**src/hw/pim_params.svh**
```systemverilog
// Register offsets, field positions, reset values and widths for the interrupt mask and poll block
`ifndef PIM_PARAMS_SVH
`define PIM_PARAMS_SVH
`define PIM_LEVELS 15
`define PIM_ADDR_W 5
`define PIM_OFF_MODE 5'h00
`define PIM_OFF_MASK 5'h04
`define PIM_OFF_POLL 5'h08
`define PIM_OFF_TIMER 5'h0c
`define PIM_OFF_STATUS 5'h10
`define PIM_MODE_BIT 0
`define PIM_TIMER_LEVEL 3
`define PIM_TIMER_W 14
`define PIM_MASK_RST 15'h0000
`define PIM_TIMER_RST 14'h0000
`define PIM_RESP_OKAY 2'h0
`define PIM_RESP_SLVERR 2'h2
`endif

```
**src/hw/pim_pkg.sv**
```systemverilog
// Types shared by the interrupt mask and poll block
package pim_pkg;
  // Operating mode selected by the mode control bit
  typedef enum logic [0:0] {
    PIM_MODE_INT = 1'b0,
    PIM_MODE_TIMER = 1'b1
  } pim_mode_t;
endpackage

```
**src/hw/pim_intc.sv**
```systemverilog
// Prioritized interrupt mask and poll logic with an AXI4-Lite register slave
// Overview of operation
// - Write one in interrupt mode sets mask
// - Write zero in interrupt mode clears mask
// - Mode bit zero selects interrupt mode
// - Mask bits hold until rewritten
// - Requests active only while input low
// - Timer expiry with level-3 mask requests interrupt
// - Poll of bit 3 returns pin level (the code polls in interrupt mode only and answers SLVERR in timer mode)
// - Timer expiry disables level-3 until rewritten
// - Poll bits return present request pin levels (the code polls in interrupt mode only and answers SLVERR in timer mode)
// - Drive active-low request and 4-bit code
// - Lowest-numbered enabled active level wins
// - Mode bit one selects timer mode
// - Polling ignores the mask bits
//
// The address map and the AXI4-Lite interface to the registers were decided locally.
`timescale 1ns/1ps
`include "pim_params.svh"
module pim_intc #(
  parameter int LEVELS = `PIM_LEVELS
) (
  input wire logic clk,
  input wire logic rst_n,
  // AXI4-Lite slave
  input wire logic [`PIM_ADDR_W-1:0] s_axi_awaddr,
  input wire logic s_axi_awvalid,
  output logic s_axi_awready,
  input wire logic [31:0] s_axi_wdata,
  input wire logic [3:0] s_axi_wstrb,
  input wire logic s_axi_wvalid,
  output logic s_axi_wready,
  output logic [1:0] s_axi_bresp,
  output logic s_axi_bvalid,
  input wire logic s_axi_bready,
  input wire logic [`PIM_ADDR_W-1:0] s_axi_araddr,
  input wire logic s_axi_arvalid,
  output logic s_axi_arready,
  output logic [31:0] s_axi_rdata,
  output logic [1:0] s_axi_rresp,
  output logic s_axi_rvalid,
  input wire logic s_axi_rready,
  // Request pins, bit i-1 is level i, active low
  input wire logic [LEVELS-1:0] requestPins_n,
  // Expiry pulse from the countdown timer
  input wire logic timerExpired,
  // Timer load value seen by the countdown datapath
  output logic [`PIM_TIMER_W-1:0] timerLoad,
  // Request strobe and level code to the processor
  output logic irq_to_cpu_n,
  output logic [3:0] level_code
);

  // Whole block state
  typedef struct packed {
    // Two flip-flop synchronizer for the request pins
    logic [LEVELS-1:0] pinMeta;
    logic [LEVELS-1:0] pinSync;
    // Mask bits, mode and timer arm
    logic [LEVELS:1] mask;
    pim_pkg::pim_mode_t mode;
    logic timerArmed;
    // Timer register shown to the countdown datapath
    logic [`PIM_TIMER_W-1:0] timerVal;
    // Held write address and data
    logic awHeld;
    logic [`PIM_ADDR_W-1:0] awAddr;
    logic wHeld;
    logic [31:0] wData;
    logic [3:0] wStrb;
    // Write response
    logic bValid;
    logic [1:0] bResp;
    // Read response
    logic rValid;
    logic [31:0] rData;
    logic [1:0] rResp;
    // Registered request strobe and level code
    logic irqN;
    logic [3:0] code;
  } pim_state_t;

  // Registered state
  pim_state_t st_reg;
  // Next state
  pim_state_t st_next;
  // Levels that request now, level 3 includes the timer
  logic [LEVELS:1] activeLvl;
  // Held address and data execute this cycle
  logic doWrite;
  // Read address accepted this cycle
  logic doRead;
  // Mask bits of the held write data
  logic [LEVELS:1] wrMask;

  // Level 3 active from pin or armed timer expiry
  always_comb begin
    for (int i = 1; i <= LEVELS; i++) begin
      activeLvl[i] = ~st_reg.pinSync[i-1];
    end
    if (timerExpired && st_reg.timerArmed) begin
      activeLvl[`PIM_TIMER_LEVEL] = 1'b1;
    end
  end

  // Write runs once both halves are held and no response waits
  assign doWrite = st_reg.awHeld && st_reg.wHeld && !st_reg.bValid;
  // Read runs when no read data waits
  assign doRead = s_axi_arvalid && !st_reg.rValid;
  // Bit i of the word is level i
  assign wrMask = st_reg.wData[LEVELS:1];

  // Next state
  always_comb begin
    st_next = st_reg;
    // Two-stage pin synchronizer
    st_next.pinMeta = requestPins_n;
    st_next.pinSync = st_reg.pinMeta;
    // Timer arm cleared on expiry; a rearm write in the same cycle sets it again below
    if (timerExpired) begin
      st_next.timerArmed = 1'b0;
    end
    // Write channel capture
    if (s_axi_awvalid && !st_reg.awHeld) begin
      st_next.awHeld = 1'b1;
      st_next.awAddr = s_axi_awaddr;
    end
    if (s_axi_wvalid && !st_reg.wHeld) begin
      st_next.wHeld = 1'b1;
      st_next.wData = s_axi_wdata;
      st_next.wStrb = s_axi_wstrb;
    end
    // Write decode
    if (doWrite) begin
      st_next.awHeld = 1'b0;
      st_next.wHeld = 1'b0;
      st_next.bValid = 1'b1;
      st_next.bResp = `PIM_RESP_OKAY;
      if (st_reg.awAddr == `PIM_OFF_MODE) begin
        if (st_reg.wStrb[0]) begin
          st_next.mode = pim_pkg::pim_mode_t'(st_reg.wData[`PIM_MODE_BIT]);
        end
      end else if (st_reg.awAddr == `PIM_OFF_MASK) begin
        // Mask reachable only in interrupt mode
        if (st_reg.mode == pim_pkg::PIM_MODE_INT) begin
          if (st_reg.wStrb[0]) begin
            st_next.mask[7:1] = wrMask[7:1];
            if (wrMask[`PIM_TIMER_LEVEL]) begin
              st_next.timerArmed = 1'b1;
            end
          end
          if (st_reg.wStrb[1]) begin
            st_next.mask[LEVELS:8] = wrMask[LEVELS:8];
          end
        end else begin
          st_next.bResp = `PIM_RESP_SLVERR;
        end
      end else if (st_reg.awAddr == `PIM_OFF_TIMER) begin
        // Timer register reachable only in timer mode
        if (st_reg.mode == pim_pkg::PIM_MODE_TIMER && st_reg.wStrb[1:0] == 2'h3) begin
          st_next.timerVal = st_reg.wData[`PIM_TIMER_W:1];
        end else begin
          st_next.bResp = `PIM_RESP_SLVERR;
        end
      end else if (st_reg.awAddr == `PIM_OFF_POLL || st_reg.awAddr == `PIM_OFF_STATUS) begin
        st_next.bResp = `PIM_RESP_OKAY;
      end else begin
        st_next.bResp = `PIM_RESP_SLVERR;
      end
    end
    // Response leaves once the master takes it
    if (st_reg.bValid && s_axi_bready) begin
      st_next.bValid = 1'b0;
    end
    // Read decode
    if (doRead) begin
      st_next.rValid = 1'b1;
      st_next.rData = 32'h0;
      st_next.rResp = `PIM_RESP_OKAY;
      if (s_axi_araddr == `PIM_OFF_MODE) begin
        st_next.rData[`PIM_MODE_BIT] = st_reg.mode;
      end else if (s_axi_araddr == `PIM_OFF_MASK) begin
        st_next.rData[LEVELS:1] = st_reg.mask;
      end else if (s_axi_araddr == `PIM_OFF_POLL) begin
        if (st_reg.mode == pim_pkg::PIM_MODE_INT) begin
          st_next.rData[LEVELS:1] = st_reg.pinSync;
        end else begin
          st_next.rResp = `PIM_RESP_SLVERR;
        end
      end else if (s_axi_araddr == `PIM_OFF_TIMER) begin
        st_next.rData[`PIM_TIMER_W:1] = st_reg.timerVal;
      end else if (s_axi_araddr == `PIM_OFF_STATUS) begin
        st_next.rData[0] = st_reg.timerArmed;
        st_next.rData[1] = ~st_reg.irqN;
        st_next.rData[5:2] = st_reg.code;
      end else begin
        st_next.rResp = `PIM_RESP_SLVERR;
      end
    end
    // Read data leaves once the master takes it
    if (st_reg.rValid && s_axi_rready) begin
      st_next.rValid = 1'b0;
    end
    // Priority encoder, level 1 highest
    // Idle strobe high and code zero
    st_next.irqN = 1'b1;
    st_next.code = 4'h0;
    // Scan from the lowest priority so level 1 lands last
    for (int i = LEVELS; i >= 1; i--) begin
      if (activeLvl[i] && st_reg.mask[i]) begin
        st_next.irqN = 1'b0;
        st_next.code = 4'(i);
      end
    end
    // Synchronous reset
    if (!rst_n) begin
      st_next = '0;
      // Pin stages idle high so no false request follows reset
      st_next.pinMeta = '1;
      st_next.pinSync = '1;
      st_next.mask = `PIM_MASK_RST;
      st_next.timerVal = `PIM_TIMER_RST;
      st_next.mode = pim_pkg::PIM_MODE_INT;
      st_next.irqN = 1'b1;
    end
  end

  // State register
  always_ff @(posedge clk) begin
    st_reg <= st_next;
  end

  // Outputs
  // Write channel handshake
  assign s_axi_awready = !st_reg.awHeld;
  assign s_axi_wready = !st_reg.wHeld;
  assign s_axi_bvalid = st_reg.bValid;
  assign s_axi_bresp = st_reg.bResp;
  // Read channel handshake
  assign s_axi_arready = !st_reg.rValid;
  assign s_axi_rvalid = st_reg.rValid;
  assign s_axi_rdata = st_reg.rData;
  assign s_axi_rresp = st_reg.rResp;
  // Timer and processor side
  assign timerLoad = st_reg.timerVal;
  assign irq_to_cpu_n = st_reg.irqN;
  assign level_code = st_reg.code;

  // Write that rearms the level-3 timer request
  logic rearmWrite;
  assign rearmWrite = doWrite && st_reg.awAddr == `PIM_OFF_MASK && st_reg.mode == pim_pkg::PIM_MODE_INT
    && st_reg.wStrb[0] && wrMask[`PIM_TIMER_LEVEL];
endmodule

```
**config.mk**
```make
export PLATFORM = sky130hd
export DESIGN_NAME = pim_intc
export DESIGN_NICKNAME = d
export VERILOG_FILES = /design/src/hw/pim_pkg.sv /design/src/hw/pim_intc.sv
export VERILOG_INCLUDE_DIRS = /design/src /design/src/hw
export SDC_FILE = /design/constraint.sdc
export NUM_CORES = 1
export LEC_CHECK = 0
export ABC_AREA = 1
export BUFFER_PORTS_ARGS = -buffer_cell sky130_fd_sc_hd__buf_4
export CAP_MARGIN = 5
export CORE_ASPECT_RATIO = 0.5
export CORE_MARGIN = 2
export CORE_UTILIZATION = 52
export DETAILED_ROUTE_END_ITERATION = 8
export GPL_TIMING_DRIVEN = 0
export MAX_ROUTING_LAYER = met4
export PLACE_DENSITY = 0.8
export SLEW_MARGIN = 25
export SYNTH_ARGS = -nofsm -noshare
export SYNTH_HDL_FRONTEND = slang
export SYNTH_SLANG_ARGS = --single-unit
```
**constraint.sdc**
```tcl
create_clock -name clk -period 2.1 [get_ports clk]
set_input_delay 0.21 -clock clk [delete_from_list [all_inputs] [get_ports clk]]
set_output_delay 0.21 -clock clk [all_outputs]
set_load 0.01 [all_outputs]
```
==> impl_metrics.json <==
{
  "status": "complete, no violations",
  "area_delta_synth_final_pct": 25.38,
  "overflow": 0,
  "finClkSkew_ns": 0.007654,
  "cts-buffers-inserted": 9,
  "drc": 0,
  "place_congestion": 0.9265,
  "tritoncts": "built",
  "yosys_warnings": 0,
  "dpl.cell_count": 816,
  "hold_viol_final": 0,
  "maxCapViolCount": 0,
  "fillCellCount": 762,
  "vias_per_cell": 4.992,
  "final_common_cell": "buf_4",
  "cts_root_buf": "clkbuf_16",
  "worst-path-max-fanout": 10,
  "final_cell_mix": "148 x buf_4, 111 x dfxtp_1, 76 x a21oi_1, 67 x nand2_1, 64 x inv_1",
  "die_x_um": 139.1,
  "grt_pass1_wl_mm": 18.58,
  "power.total_w": 0.004248,
  "relSlewSlack": 0.5482,
  "syn-cell-area_um2": 4748,
  "io_buffer_count": 92,
  "rsz0062_at_grt": "no",
  "ys_seq_area_frac": 0.4680,
  "rows": 24,
  "vias": 4163,
  "ant_nets": 0,
  "synth_area_per_cell_um2": 8.048,
  "cp.arrival_ns": 2.15,
  "post-route-period-util": 0.9018,
  "drv_slew": 0,
  "core_area_um2": 8798,
  "die_h_um": 71.57,
  "antenna_found_initial": 0,
  "end_kind": "register",
  "cp.required_ns": 2.36,
  "synth_cell_types": 37,
  "drt-initial-drc-count": 244,
  "dp_hpwl_mm": 8.863,
  "layout-drive-gt1-share": 0.3026,
  "largest_reg_flops": 72,
  "pwr_density_cell_nw_per_um2": 713.6,
  "critPathLaunchType": "register",
  "antenna_cells": 0,
  "grt_usage": 0.2408,
  "synth-seq-cells": 111,
  "setup_viol": 0,
  "drt-pass1-iter-count": 5,
  "start_util": 0.5397,
  "io_pins": 129,
  "peakVddDrop_v": 0.0004459,
  "wl_mm": 11.34,
  "h-tree-depth": 3,
  "clk_path_buf_depth": 2,
  "grt_max_degree": 18,
  "setup_tns_ns": 0,
  "cts_hold_buf": 0,
  "p_leak_nw": 2.758,
  "min_path_type": "input port to register",
  "post_drt_wl_per_cell_um": 13.60,
  "critPathKind": "register to register",
  "max_freq_ghz": 0.5280,
  "grt_pass1_vias": 3922,
  "clkTransAtPathRegs_ns": 0.07,
  "die-area_um2": 9958,
  "cts_sinks": 111,
  "syn_inst": 590,
  "tightest_slew_ns": 0.6706,
  "stdcell_count": 834,
  "fin_crit_ns": 1.894,
  "fin_nets": 781,
  "clock_latency_ns": 0.34
}
## metrics by stage
step | setup WS [ns] | hold slack (ns) | instance area, µm² | util
4_1_cts | 0.1417 | 0.03268 | 5934 | 0.6745
6_report | 0.2062 | 0.04118 | 5953 | 0.6766
2_1_floorplan | 0.5628 | 0.3090 | 4812 | -
3_3_place_gp | 0.1243 | 0.3959 | 5649 | 0.6421
3_5_place_dp | 0.06953 | 0.3980 | 5649 | 0.6421
5_1_grt | 0.005226 | 0.04170 | 5953 | 0.6766
## worst max-delay path, stage by stage, from the launching register on
cell and delay, ns:
dfxtp_1 0.33, inv_1 0.08, nor3_2 0.28, nand2_1 0.18, nor4_4 0.30, buf_4 0.19
buf_2 0.23, nor2_1 0.07, a211oi_1 0.15
## synth_stat cells, drive strengths merged
library cell  count  share of area
o21a              1         0.0016
nand3             5         0.0053
dfxtp           111           0.47
nor2             46          0.037
nor4              2         0.0090
clkinv            1        0.00079
conb              1        0.00079
o22ai             2         0.0026
nor3             10          0.014
o311ai            8          0.021
o21bai            1         0.0016
a211oi            9          0.014
or2              34          0.045
nand4             2         0.0026
o21ai            56          0.059
buf              62          0.095
o211ai            9          0.014
a2111o            1         0.0024
nand2            69          0.057
inv              65          0.051
clkbuf           16          0.013
a21oi            76          0.080
o221ai            2         0.0037
nor3b             1         0.0016
## final cells by class
| cell class | count | area (µm²) | area share |
|---|---|---|---|
| buffer | 78 | 510.5 | 0.08575 |
| clock buffer | 12 | 256.5 | 0.04309 |
| clock inverter | 4 | 28.78 | 0.004834 |
| inverter | 66 | 247.7 | 0.04161 |
| multi-input combinational | 352 | 1836 | 0.3083 |
| sequential | 111 | 2222 | 0.3733 |
| tap | 117 | 146.4 | 0.02459 |
| timing repair buffer | 94 | 705.7 | 0.1185 |
## what timing repair did
action,in CTS,in global routing
gates resized for setup,0,3
buffers inserted,0,2
setup endpoints to repair,0,14
## where the power goes
group	switching, W	internal (W)
clock network	0.000745	0.000875
logic	0.000226	0.000188
registers	0.0000318	0.00218
## logic make-up after synthesis
family | count (synthesis) | synth area share
AO/OA/AOI/OAI | 165 | 0.2005
buffers and inverters | 144 | 0.1594
flip-flops | 111 | 0.4680
other | 1 | 0.0007898
AND/OR/NAND/NOR | 169 | 0.1713
## routing by layer
| layer | share of wire | GRT usage |
|---|---|---|
| met5 | 0 | - |
| met1 | 0.48 | 0.3129 |
| met4 | 0.0087 | 0.06061 |
| met2 | 0.45 | 0.3919 |
| met3 | 0.063 | 0.04947 |
## path summary, 6_finish.rpt
| path | start | to | slack, ns | depth (start not counted) |
|---|---|---|---|---|
| max | st_reg[79] | st_reg[116] | 0.21 | 8 |
| min | s_axi_bready | s_axi_bvalid | 0.04 | 2 |
| max reg2reg | st_reg[79] | st_reg[116] | 0.21 | 8 |
| min reg2reg | st_reg[133] | st_reg[118] | 0.41 | 1 |
Note: power is estimated with default switching activity, not from simulation.
